`src/rtl/acs_pkg.sv`:
```
// Constants and types for the access control services register bank.
// Assumes an APB slave with 12-bit byte addresses and one register per word.
package acs_pkg;

  ////////////////////////////////////////////////////////////////////////////
  // Register indices. The byte address is four times the index.
  localparam logic [11:0] HEADER_INDEX = 12'h320;
  localparam logic [11:0] CAPABILITY_INDEX = 12'h324;
  localparam logic [11:0] ENABLES_INDEX = 12'h326;
  localparam logic [11:0] EGRESS_INDEX = 12'h328;
  localparam logic [11:0] LOCK_INDEX = 12'h32a;
  localparam logic [11:0] HEADER_ADDR = {HEADER_INDEX[9:0], 2'b00};
  localparam logic [11:0] CAPABILITY_ADDR = {CAPABILITY_INDEX[9:0], 2'b00};
  localparam logic [11:0] ENABLES_ADDR = {ENABLES_INDEX[9:0], 2'b00};
  localparam logic [11:0] EGRESS_ADDR = {EGRESS_INDEX[9:0], 2'b00};
  localparam logic [11:0] LOCK_ADDR = {LOCK_INDEX[9:0], 2'b00};

  ////////////////////////////////////////////////////////////////////////////
  // Field positions.
  localparam int VERSION_LSB = 16;
  localparam int POINTER_LSB = 20;
  localparam int SIZE_LSB = 8;
  localparam int EGRESS_ENABLE_BIT = 5;
  localparam int LOCK_BIT = 0;

  ////////////////////////////////////////////////////////////////////////////
  // Fixed and reset values.
  localparam logic [15:0] STRUCTURE_IDENTIFIER = 16'h000d;
  localparam logic [3:0] STRUCTURE_VERSION = 4'h1;
  localparam logic [11:0] NEXT_POINTER_RESET = 12'h000;
  localparam logic [6:0] CAPABILITY_BITS_RESET = 7'h7f;
  localparam logic [7:0] EGRESS_SIZE_RESET = 8'h10;
  localparam logic [6:0] ENABLES_RESET = 7'h00;
  localparam logic [15:0] EGRESS_VECTOR_RESET = 16'h0000;

  ////////////////////////////////////////////////////////////////////////////
  // Per-function enables handed to the forwarding logic, bit 6 first.
  typedef struct packed {
    logic direct_translated;
    logic egress_control;
    logic upstream_forwarding;
    logic completion_redirect;
    logic request_redirect;
    logic translation_blocking;
    logic source_validation;
  } acs_enable_type;

endpackage : acs_pkg

```
`src/rtl/access_control_services_regs.sv`:
```
// Access control services capability register bank of one switch port.
// Assumes an APB master on pclk and straps that are steady across reset.
//
// Functional notes
// - Header bits 15:0 always read 0x000d; writes do not change them.
// - Header bits 19:16 always read version 0x1.
// - Header bits 31:20 hold a lockable next pointer; zero ends the list.
// - Capability bits 6:0 read zero upstream; lockable, reset all ones downstream.
// - Capability bits 15:8 read zero upstream; lockable, reset 0x10 downstream.
// - Enable bits 0 and 1 reset zero; zero upstream, writable downstream.
// - Downstream enable bits stay writable even with capability bits cleared.
// - Enable bits 2 and 3 are redirect enables; zero upstream.
// - Enable bit 4 turns on upstream forwarding downstream; zero upstream.
// - Enable bit 5 turns on egress control downstream; upstream ignores writes.
// - Enable bit 6 is direct translated control; bits 15:7 read zero.
// - With egress control on, set vector bits block targets; own bit reads zero.
//
// Implementation choice: the APB interface to the registers.
`timescale 1ns/1ps

module access_control_services_regs (
  // Clock and reset
  input wire logic pclk,
  input wire logic presetn,
  // APB slave
  input wire logic psel,
  input wire logic penable,
  input wire logic pwrite,
  input wire logic [11:0] paddr,
  input wire logic [31:0] pwdata,
  input wire logic [3:0] pstrb,
  output logic [31:0] prdata,
  output logic pready,
  output logic pslverr,
  // Port straps
  input wire logic upstream_strap,
  input wire logic [3:0] port_number_strap,
  // Forwarding controls
  output acs_pkg::acs_enable_type port_enables,
  output logic [15:0] egress_block_mask
);

  ////////////////////////////////////////////////////////////////////////////
  // State.
  logic strap_taken;
  logic upstream_port;
  logic [3:0] own_port;
  logic locked;
  logic [11:0] next_pointer;
  logic [6:0] capability_bits;
  logic [7:0] egress_size;
  logic [6:0] enable_bits;
  logic [15:0] egress_vector_bits;
  logic [15:0] vector_view;
  logic [31:0] next_prdata;
  logic [31:0] merged;
  logic next_pslverr;
  logic setup_phase;
  logic write_edge;
  logic hit_header;
  logic hit_capability;
  logic hit_enables;
  logic hit_egress;
  logic hit_lock;
  logic downstream;

  function automatic logic [31:0] merge_bytes(input logic [31:0] old_word,
                                              input logic [31:0] new_word,
                                              input logic [3:0] strobes);
    logic [31:0] result;
    result = old_word;
    for (int i = 0; i < 4; i++) begin
      if (strobes[i]) begin
        result[i*8 +: 8] = new_word[i*8 +: 8];
      end
    end
    return result;
  endfunction : merge_bytes

  ////////////////////////////////////////////////////////////////////////////
  // Bus decode. The slave never stalls, so every transfer ends after one setup and one access cycle.
  assign pready = 1'b1;
  assign setup_phase = psel & ~penable;
  assign write_edge = psel & penable & pwrite;
  assign hit_header = (paddr[11:2] == acs_pkg::HEADER_ADDR[11:2]);
  assign hit_capability = (paddr[11:2] == acs_pkg::CAPABILITY_ADDR[11:2]);
  assign hit_enables = (paddr[11:2] == acs_pkg::ENABLES_ADDR[11:2]);
  assign hit_egress = (paddr[11:2] == acs_pkg::EGRESS_ADDR[11:2]);
  assign hit_lock = (paddr[11:2] == acs_pkg::LOCK_ADDR[11:2]);
  assign downstream = strap_taken & ~upstream_port;
  assign merged = merge_bytes(next_prdata, pwdata, pstrb);

  ////////////////////////////////////////////////////////////////////////////
  // Straps are sampled on the first edge after reset is released.
  always_ff @(posedge pclk or negedge presetn) begin
    if (!presetn) begin
      strap_taken <= 1'b0;
      upstream_port <= 1'b1;
      own_port <= 4'h0;
    end else if (!strap_taken) begin
      strap_taken <= 1'b1;
      upstream_port <= upstream_strap;
      own_port <= port_number_strap;
    end
  end

  ////////////////////////////////////////////////////////////////////////////
  // Lock. Once set it holds until reset, so boot code can freeze the fields.
  always_ff @(posedge pclk or negedge presetn) begin
    if (!presetn) begin
      locked <= 1'b0;
    end else if (write_edge && hit_lock && merged[acs_pkg::LOCK_BIT]) begin
      locked <= 1'b1;
    end
  end

  ////////////////////////////////////////////////////////////////////////////
  // Header pointer.
  always_ff @(posedge pclk or negedge presetn) begin
    if (!presetn) begin
      next_pointer <= acs_pkg::NEXT_POINTER_RESET;
    end else if (write_edge && hit_header && !locked) begin
      next_pointer <= merged[31:acs_pkg::POINTER_LSB];
    end
  end

  ////////////////////////////////////////////////////////////////////////////
  // Capability fields. Written only on a downstream port, and read as zero on an upstream port.
  always_ff @(posedge pclk or negedge presetn) begin
    if (!presetn) begin
      capability_bits <= acs_pkg::CAPABILITY_BITS_RESET;
      egress_size <= acs_pkg::EGRESS_SIZE_RESET;
    end else if (write_edge && hit_capability && !locked && downstream) begin
      capability_bits <= merged[6:0];
      egress_size <= merged[acs_pkg::SIZE_LSB +: 8];
    end
  end

  ////////////////////////////////////////////////////////////////////////////
  // Enables. Not gated by capability bits, which software may clear freely.
  always_ff @(posedge pclk or negedge presetn) begin
    if (!presetn) begin
      enable_bits <= acs_pkg::ENABLES_RESET;
    end else if (write_edge && hit_enables && downstream) begin
      enable_bits <= merged[6:0];
    end
  end

  ////////////////////////////////////////////////////////////////////////////
  // Egress vector. The bit of this port's own number is never stored.
  always_ff @(posedge pclk or negedge presetn) begin
    if (!presetn) begin
      egress_vector_bits <= acs_pkg::EGRESS_VECTOR_RESET;
    end else if (write_edge && hit_egress) begin
      egress_vector_bits <= merged[15:0] & vector_view;
    end
  end

  generate
    for (genvar g = 0; g < 16; g++) begin : g_own_bit
      assign vector_view[g] = (own_port != 4'(g));
      assign egress_block_mask[g] = egress_vector_bits[g] & vector_view[g]
                                    & port_enables.egress_control;
    end
  endgenerate

  assign port_enables = downstream ? enable_bits : 7'h00;

  ////////////////////////////////////////////////////////////////////////////
  // Read mux. Read data is built in the setup cycle and held by a flop.
  always_comb begin
    next_prdata = 32'h0000_0000;
    next_pslverr = 1'b0;
    if (hit_header) begin
      next_prdata = {next_pointer, acs_pkg::STRUCTURE_VERSION,
                     acs_pkg::STRUCTURE_IDENTIFIER};
    end else if (hit_capability) begin
      if (downstream) begin
        next_prdata[15:0] = {egress_size, 1'b0, capability_bits};
      end
    end else if (hit_enables) begin
      next_prdata[6:0] = port_enables;
    end else if (hit_egress) begin
      next_prdata[15:0] = egress_vector_bits & vector_view;
    end else if (hit_lock) begin
      next_prdata[acs_pkg::LOCK_BIT] = locked;
    end else begin
      next_pslverr = 1'b1;
    end
  end

  always_ff @(posedge pclk or negedge presetn) begin
    if (!presetn) begin
      prdata <= 32'h0000_0000;
      pslverr <= 1'b0;
    end else if (setup_phase) begin
      prdata <= pwrite ? 32'h0000_0000 : next_prdata;
      pslverr <= next_pslverr;
    end
  end

  ////////////////////////////////////////////////////////////////////////////
  // Checks.
  property p_header_id;
    @(posedge pclk) disable iff (!presetn)
      setup_phase && !pwrite && hit_header |=>
        prdata[15:0] == acs_pkg::STRUCTURE_IDENTIFIER;
  endproperty
  a_header_id: assert property (p_header_id)
    else $error("Header identifier read wrong.");

  property p_header_version;
    @(posedge pclk) disable iff (!presetn)
      setup_phase && !pwrite && hit_header |=>
        prdata[19:16] == acs_pkg::STRUCTURE_VERSION;
  endproperty
  a_header_version: assert property (p_header_version)
    else $error("Header version read wrong.");

  property p_pointer_locked;
    @(posedge pclk) disable iff (!presetn)
      write_edge && hit_header && locked |=> $stable(next_pointer);
  endproperty
  a_pointer_locked: assert property (p_pointer_locked)
    else $error("Locked pointer changed.");

  property p_cap_upstream;
    @(posedge pclk) disable iff (!presetn)
      setup_phase && !pwrite && hit_capability && upstream_port |=>
        prdata == 32'h0000_0000;
  endproperty
  a_cap_upstream: assert property (p_cap_upstream)
    else $error("Upstream capability not zero.");

  property p_size_write;
    @(posedge pclk) disable iff (!presetn)
      write_edge && hit_capability && downstream && !locked && pstrb[1] |=>
        egress_size == $past(pwdata[15:8]);
  endproperty
  a_size_write: assert property (p_size_write)
    else $error("Vector size not written.");

  property p_enables_upstream;
    @(posedge pclk) disable iff (!presetn)
      strap_taken && upstream_port |-> port_enables == 7'h00;
  endproperty
  a_enables_upstream: assert property (p_enables_upstream)
    else $error("Upstream enables not zero.");

  property p_enable_write;
    @(posedge pclk) disable iff (!presetn)
      write_edge && hit_enables && downstream && pstrb[0] |=>
        port_enables == $past(pwdata[6:0]);
  endproperty
  a_enable_write: assert property (p_enable_write)
    else $error("Enable write lost.");

  property p_enable_reserved;
    @(posedge pclk) disable iff (!presetn)
      setup_phase && !pwrite && hit_enables |=> prdata[31:7] == 25'h0;
  endproperty
  a_enable_reserved: assert property (p_enable_reserved)
    else $error("Reserved enable bits not zero.");

  property p_own_bit;
    @(posedge pclk) disable iff (!presetn)
      strap_taken |-> egress_block_mask[own_port] == 1'b0
        && (port_enables.egress_control || egress_block_mask == 16'h0000);
  endproperty
  a_own_bit: assert property (p_own_bit)
    else $error("Egress mask wrong.");

  property p_lock_holds;
    @(posedge pclk) disable iff (!presetn)
      locked |=> locked && $stable(capability_bits) && $stable(egress_size);
  endproperty
  a_lock_holds: assert property (p_lock_holds)
    else $error("Locked fields changed.");

  // Bus side checks: reserved bits, dropped writes and error answers.
  // A partial strobe must leave the unstrobed bytes of a field alone.
  property p_cap_reserved;
    @(posedge pclk) disable iff (!presetn)
      setup_phase && !pwrite && hit_capability |=>
        prdata[31:16] == 16'h0000 && prdata[7] == 1'b0;
  endproperty
  a_cap_reserved: assert property (p_cap_reserved)
    else $error("Capability reserved bits not zero.");

  property p_cap_bits_write;
    @(posedge pclk) disable iff (!presetn)
      write_edge && hit_capability && downstream && !locked && pstrb[0] |=>
        capability_bits == $past(pwdata[6:0]);
  endproperty
  a_cap_bits_write: assert property (p_cap_bits_write)
    else $error("Capability bits not written.");

  property p_pointer_write;
    @(posedge pclk) disable iff (!presetn)
      write_edge && hit_header && !locked && pstrb[3] && pstrb[2] |=>
        next_pointer == $past(pwdata[31:20]);
  endproperty
  a_pointer_write: assert property (p_pointer_write)
    else $error("Next pointer not written.");

  property p_enables_upstream_write;
    @(posedge pclk) disable iff (!presetn)
      write_edge && hit_enables && !downstream |=> $stable(enable_bits);
  endproperty
  a_enables_upstream_write: assert property (p_enables_upstream_write)
    else $error("Upstream enable write not ignored.");

  property p_write_reads_zero;
    @(posedge pclk) disable iff (!presetn)
      setup_phase && pwrite |=> prdata == 32'h0000_0000;
  endproperty
  a_write_reads_zero: assert property (p_write_reads_zero)
    else $error("Read data not zero on a write.");

  property p_unmapped_error;
    @(posedge pclk) disable iff (!presetn)
      setup_phase && !(hit_header || hit_capability || hit_enables || hit_egress
        || hit_lock) |=> pslverr && prdata == 32'h0000_0000;
  endproperty
  a_unmapped_error: assert property (p_unmapped_error)
    else $error("Unmapped access not refused.");

  property p_vector_own;
    @(posedge pclk) disable iff (!presetn)
      strap_taken && write_edge && hit_egress |=> egress_vector_bits[own_port] == 1'b0;
  endproperty
  a_vector_own: assert property (p_vector_own)
    else $error("Own vector bit stored.");

  c_read_header: cover property (@(posedge pclk) disable iff (!presetn)
    setup_phase && !pwrite && hit_header);
  c_egress_block: cover property (@(posedge pclk) disable iff (!presetn)
    egress_block_mask != 16'h0000);
  c_locked_write: cover property (@(posedge pclk) disable iff (!presetn)
    write_edge && hit_capability && locked);
  c_unmapped: cover property (@(posedge pclk) disable iff (!presetn)
    pslverr && penable);
  c_partial_write: cover property (@(posedge pclk) disable iff (!presetn)
    write_edge && pstrb != 4'hf);

endmodule : access_control_services_regs

```
`config.mk`:
```
export PLATFORM = sky130hd
export DESIGN_NAME = access_control_services_regs
export DESIGN_NICKNAME = d
export VERILOG_FILES = /design/src/rtl/acs_pkg.sv /design/src/rtl/access_control_services_regs.sv
export SDC_FILE = /design/constraint.sdc
export NUM_CORES = 1
export LEC_CHECK = 0
export ABC_AREA = 0
export BUFFER_PORTS_ARGS = -buffer_cell sky130_fd_sc_hd__buf_2
export CELL_PAD_IN_SITES_DETAIL_PLACEMENT = 1
export CELL_PAD_IN_SITES_GLOBAL_PLACEMENT = 2
export CORE_ASPECT_RATIO = 0.8
export CORE_MARGIN = 2
export CORE_UTILIZATION = 32
export DETAILED_ROUTE_END_ITERATION = 12
export MAX_ROUTING_LAYER = met4
export PLACE_DENSITY_LB_ADDON = 0.08
export SYNTH_ARGS = -nofsm -noshare
export SYNTH_HDL_FRONTEND = slang
export SYNTH_SLANG_ARGS = --single-unit
export TNS_END_PERCENT = 20
```
`constraint.sdc`:
```
create_clock -name pclk -period 2.5 [get_ports pclk]
set_input_delay 0.625 -clock pclk [delete_from_list [all_inputs] [get_ports pclk]]
set_output_delay 0.625 -clock pclk [all_outputs]
set_load 0.02 [all_outputs]
```
=== Word level (Yosys, flattened, before mapping) ===
Cells that the tools add are included.

* Bits in registers: 90
* Bits in latches: 0
* RAM bits: 0
* ROM bits: 0
* Input bits: 58
* Output and inout bits: 57
* Word-level logic and storage cells: 103
* Memories: 0

* Add/subtract/negate cells: 0
* Multiply operators: 0
* Divide/modulo/power cells: 0
* $lt $le $gt $ge: 0
* Equal/unequal tests: 20
* Shift-type cells: 0
* Mux-type cells: 20
* Bitwise operators: 40
* Reduce and logical (&&, ||, !) cells: 12

{| class="wikitable"
|+ Operators with widths
! kind !! number
|-
| 16-bit 2-to-1 mux || 4
|-
| 10-bit == test, second input constant || 5
|-
| 1-bit AND || 36
|-
| 16-bit AND || 2
|-
| 32-bit 2-to-1 mux || 1
|-
| 8-bit 2-to-1 mux || 4
|-
| 4-bit inequality test, second input constant || 8
|-
| 4-bit by 3-bit inequality test with 1-bit output, second input constant || 4
|-
| 15-bit 2-to-1 mux || 1
|-
| 7-bit 2-to-1 mux || 2
|-
| 1-bit logical AND || 10
|-
| 9-bit 2-to-1 mux || 1
|-
| 4-bit by 2-bit inequality test with 1-bit output, second input constant || 2
|-
| 1-bit 2-to-1 mux || 7
|-
| 4-bit by 1-bit inequality test with 1-bit output, second input constant || 1
|-
| 4-bit nonzero test || 1
|-
| 1-bit NOT || 2
|-
| 1-bit zero test || 1
|}

=== Logic depth before layout (Yosys ltp) ===
* Word-level depth: 8
* Mapped depth: 9
* Mapped depth without buffers: 5

=== Worst setup path before layout ===
Ideal clock, no wire load.

* Path kind: input port to flip-flop
* Start point: input paddr[6]
* End point: register enable_bits[0]
* Arrival: 2419 ps
* Slack: -67 ps
* Stages on the path: 7
* Buffers on the path: 2
* Cells stage by stage: or4b_4 or3_1 buf_2 or4_1 buf_2 nand2_1 o31ai_2

* Word-level cells in the longest chain between the ends: 7
* Elaborated cells on any way between the ends: 13

{| class="wikitable"
|+ RTL lines
! element !! line !! source
|-
| start, declared || access_control_services_regs.sv:29 || <nowiki>input wire logic [11:0] paddr,</nowiki>
|-
| 10-bit == test || access_control_services_regs.sv:89 || <nowiki>assign hit_lock = (paddr[11:2] == acs_pkg::LOCK_ADDR[11:2]);</nowiki>
|-
| 1-bit 2-to-1 mux || access_control_services_regs.sv:185 || <nowiki>end else if (hit_lock) begin</nowiki>
|-
| 1-bit 2-to-1 mux || access_control_services_regs.sv:183 || <nowiki>end else if (hit_egress) begin</nowiki>
|-
| 7-bit 2-to-1 mux || access_control_services_regs.sv:181 || <nowiki>end else if (hit_enables) begin</nowiki>
|-
| 16-bit 2-to-1 mux || access_control_services_regs.sv:177 || <nowiki>end else if (hit_capability) begin</nowiki>
|-
| 16-bit 2-to-1 mux || access_control_services_regs.sv:174 || <nowiki>if (hit_header) begin</nowiki>
|-
| 8-bit 2-to-1 mux || access_control_services_regs.sv:73 || <nowiki>if (strobes[i]) begin</nowiki>
|-
| end signal, assigned || access_control_services_regs.sv:143 || <nowiki>enable_bits <= acs_pkg::ENABLES_RESET;</nowiki>
|-
| end signal, assigned || access_control_services_regs.sv:145 || <nowiki>enable_bits <= merged[6:0];</nowiki>
|-
| end, declared || access_control_services_regs.sv:52 || <nowiki>logic [6:0] enable_bits;</nowiki>
|}

Parallel ways exist; a longest one is shown, timed or not.
A chain may end at the register's enable or synchronous reset.

=== Final worst setup path ===
* Start point: register own_port[0]
* End point: output egress_block_mask[1]

* Word-level cells in the longest chain between the ends: 3

{| class="wikitable"
|+ RTL lines
! element !! line !! source
|-
| start, declared || access_control_services_regs.sv:47 || <nowiki>logic [3:0] own_port;</nowiki>
|-
| start signal, assigned || access_control_services_regs.sv:103 || <nowiki>own_port <= port_number_strap;</nowiki>
|-
| 4-bit by 1-bit inequality test with 1-bit output || access_control_services_regs.sv:161 || <nowiki>assign vector_view[g] = (own_port != 4'(g));</nowiki>
|-
| 1-bit AND || access_control_services_regs.sv:162 || <nowiki>assign egress_block_mask[g] = egress_vector_bits[g] & vector_view[g]</nowiki>
|-
| 1-bit AND || access_control_services_regs.sv:163 || <nowiki>& port_enables.egress_control;</nowiki>
|-
| end, declared || access_control_services_regs.sv:40 || <nowiki>output logic [15:0] egress_block_mask</nowiki>
|}

Every way passes these cells.

==> results.txt <==
The flow ran to the end, and the final reports show no timing, DRC or antenna violations. The logs give 4 for the first-pass iteration count of the detailed router and 9 for the TritonCTS buffer count. Kind of critical path: flop to output port. The synthesized design contains 0 enable-type register cells.

In the post-synthesis netlist, the cell with the most instances is sky130_fd_sc_hd__dfrtp_1. For this run, the leading register cell type out of synthesis is sky130_fd_sc_hd__dfrtp_1. The worst setup path is captured at an output port. Measured along the x axis, the die boundary spans 134 microns. The average instance in the mapped netlist occupies 10.1 sq um. The share of flip-flops with an asynchronous set or reset after synthesis is 100%.

The largest single stage delay on the critical path is 0.50 ns. Along the worst path, the maximum fanout reaches 11. The tools report the total overflow reported by the global router as 0. The clock root buffer is sky130_fd_sc_hd__clkbuf_16. The cell taking the most area after synthesis is sky130_fd_sc_hd__dfrtp_1.

Measured along the y axis, the die boundary spans 108 microns. The highest-delay cell along the critical path was sky130_fd_sc_hd__or4b_4. TritonCTS built the clock tree. Data arrival at the endpoint of the critical path: 1.82 ns. Setup violations remaining at the end of the flow were counted as 0. The tools report the number of filler cells placed in the layout as 1,575.

The number of warnings reported in the yosys synthesis log is 0, and the buffers plus inverters on the worst setup path is 2. For the worst setup path, the data required time is 1.88 ns. For the total count of max-transition violations in the final report, the log shows 0. The share of the synthesized area in the top cell type was 44.9%.

In this run, synthesis produced a sequential element count of 87. The worst-case IR drop observed on VDD is 0.369 mV. The setup TNS was 0 ns; the HPWL reported at the end of detailed placement was 10,700 microns. The floorplan step defined a die boundary enclosing 14,500 sq um. The logs give 2190 sq um for the sequential cell area in the final layout and 22,100 microns for the wire length of the first global-routing pass.

The tools report the number of max-cap violations as 0. The run gives 432 as the gate count after technology mapping. The clock transition time at the flip-flop clock pins of the worst setup and hold paths was 0.06 ns; the netlist area before placement was 4340 sq um.

STA classifies the critical path startpoint as a flop. The effective utilization at floorplan is 32.4%, and the total DRC errors in the routed layout is 0. Sequential cells were found to cover 50.4% of the synthesized design area. Of the cells placed in the final design, the portion with a size suffix greater than 1 is 40.8%. The relative slew slack is 56.3%.

For the number of library cell types mapped by synthesis, the log shows 57. Relative to the synthesized area, the layout overhead comes to 34.4%. Global routing used 20.7% of the available tracks across all layers. Buffers placed on the I/O ports in this run total 104. The tools report the maximum clock insertion buffer count as 2. Setup repair after global routing could not meet its margin everywhere.

The run gives 14,100 microns as the total wirelength of the detailed-routed design. The number of placed I/O pins is 115, and the transition time of the tightest slew-check pin is 0.650 ns. The clock period minus final worst setup slack is 2.44 ns. The floorplan has 38 rows. For this design, the sink count on the clock tree is 87.

For the post-layout total power, the log shows 3.09 mW. The detailed router finished its first iteration with 227 violations. Routability-driven placement finished with a final weighted congestion of 0.816.

The run gives 4,155 as the via count of the first global-routing pass. Traced cell by cell, the critical path runs through buf_4, or4b_4, and3_1, buf_2. The post-route antenna net violation count was 0; the number of nets in the layout was 637. In the final layout, the multi-input gates occupy 2050 sq um. Entering global routing, the biggest net connects 37 pins. The count of final hold-check violations is 0. Based on the critical path, the design can be clocked at up to 0.410 GHz.

The floorplan step defined a core boundary enclosing 13,400 sq um. The kind of cell adding the most delay to the critical path is simple AND/OR/NAND/NOR gates. After detailed routing, the average wire length per cell comes to 18.4 microns. The path category of the worst min-delay check was input pin to asynchronous set/reset pin. The logs give 2.78 nW for the standby leakage power and 3 for the count of H-tree levels built during CTS. Power spread over the standard cell area amounts to 530 nW/um^2. Setup slack closes at 0.0597 ns. Ranked by instance count, the synthesized netlist is headed by sky130_fd_sc_hd__dfrtp_1, sky130_fd_sc_hd__nand2_1, sky130_fd_sc_hd__o21ai_0. The detailed-route vias per instance is 5.14.

Prior to clock tree synthesis, the placed netlist has a worst setup slack of -0.473 ns. The clock arrives with 0.00816 ns of skew. The number of antenna violations at the first check in global routing is 1. Dividing the final minimum period by the clock period gives 97.6%. Sorting the synthesized cells by area gives the leading types as sky130_fd_sc_hd__dfrtp_1, sky130_fd_sc_hd__dfstp_2, sky130_fd_sc_hd__mux2_2. The cell count along the critical path was 4. The insertion delay of the later-clocked pin in the worst-skew pair was 0.34 ns; the count of vias placed by the detailed router was 3,934.

For the worst flop-to-flop path, the logic depth is 6.
-- per-layer routing --
layer	wire length [microns]	global-route usage [%]	vias up
met4	94	3.83	0
met2	6720	33.3	83
met5	0	-	-
met1	6670	26.5	1971
li1	-	-	1873
met3	631	5.72	7
-- stage by stage --
stage	instances	hold WS, ns	util (%)	cell area (sq um)
after floorplan	435	0.329	-	4370
after global placement	747	0.450	40.7	5460
after detailed placement	747	0.461	40.7	5460
after CTS	764	0.268	43.1	5780
after global routing	765	0.268	43.5	5840
final	765	0.260	43.5	5840
-- cell type report --
type,instances,share of cell area [%]
timing repair buffer,170,18.2
antenna,1,0.0429
tap,180,3.86
clock buffer,12,4.05
sequential,87,37.5
inverter,6,0.386
multi-input combinational,305,35.2
clock inverter,4,0.814
-- layout by cell type, fill, tap and decap left out, drive strengths merged, types with 8 or more instances in the layout --
cell type,count
nor3,10
nor2,25
dfrtp,78
nand2b,10
mux2,20
a31oi,10
dfstp,9
a22o,22
buf,170
and3,8
o21ai,28
o31ai,21
clkbuf,12
a22oi,8
nand2,56
-- path summary, 6_finish.rpt --
| kind | from | endpoint | slack [ns] |
|---|---|---|---|
| max | own_port[0]$_DFFE_PN0N_ | egress_block_mask[1] | 0.06 |
| min | presetn | egress_vector_bits[4]$_DFFE_PN0P_ | 0.26 |
| min in group pclk | prdata[2]$_DFFE_PN0P_ | prdata[2]$_DFFE_PN0P_ | 0.46 |
| max in group asynchronous | presetn | next_pointer[5]$_DFFE_PN0P_ | 1.63 |
| min reg2reg | prdata[2]$_DFFE_PN0P_ | prdata[2]$_DFFE_PN0P_ | 0.46 |
| max reg2reg | own_port[0]$_DFFE_PN0N_ | egress_vector_bits[2]$_DFFE_PN0P_ | 0.21 |
-- cells by family after synthesis --
group | synth area share [%]
DFF | 50.4
AOI/OAI and AO/OA | 20.7
other | 0.173
muxes | 5.65
and+or+nand+nor | 18.4
buffers and inverters | 4.69
-- repair_timing --
action	4_1_cts	5_1_grt
pin swaps	0	0
endpoints found under the setup margin	24	18
resized for setup	11	12
hold buffers	0	0
buffers inserted	1	0
-- power by group --
group	leakage (nW)	internal, mW	switching, mW
combinational	1.48	0.128	0.200
clock	0.137	0.773	0.555
sequential	1.16	1.42	0.0160
total	2.78	2.32	0.770
-- sequential cells by signal (all words and copies together), names as in the netlist --
| signal | flops |
|---|---|
| egress_vector_bits | 16 |
| enable_bits | 7 |
| pslverr | 1 |
| prdata | 29 |
| next_pointer | 12 |
| egress_size | 8 |
| strap_taken | 1 |
| own_port | 4 |
| upstream_port | 1 |
| capability_bits | 7 |
| locked | 1 |
(Power assumes the default switching activity.)
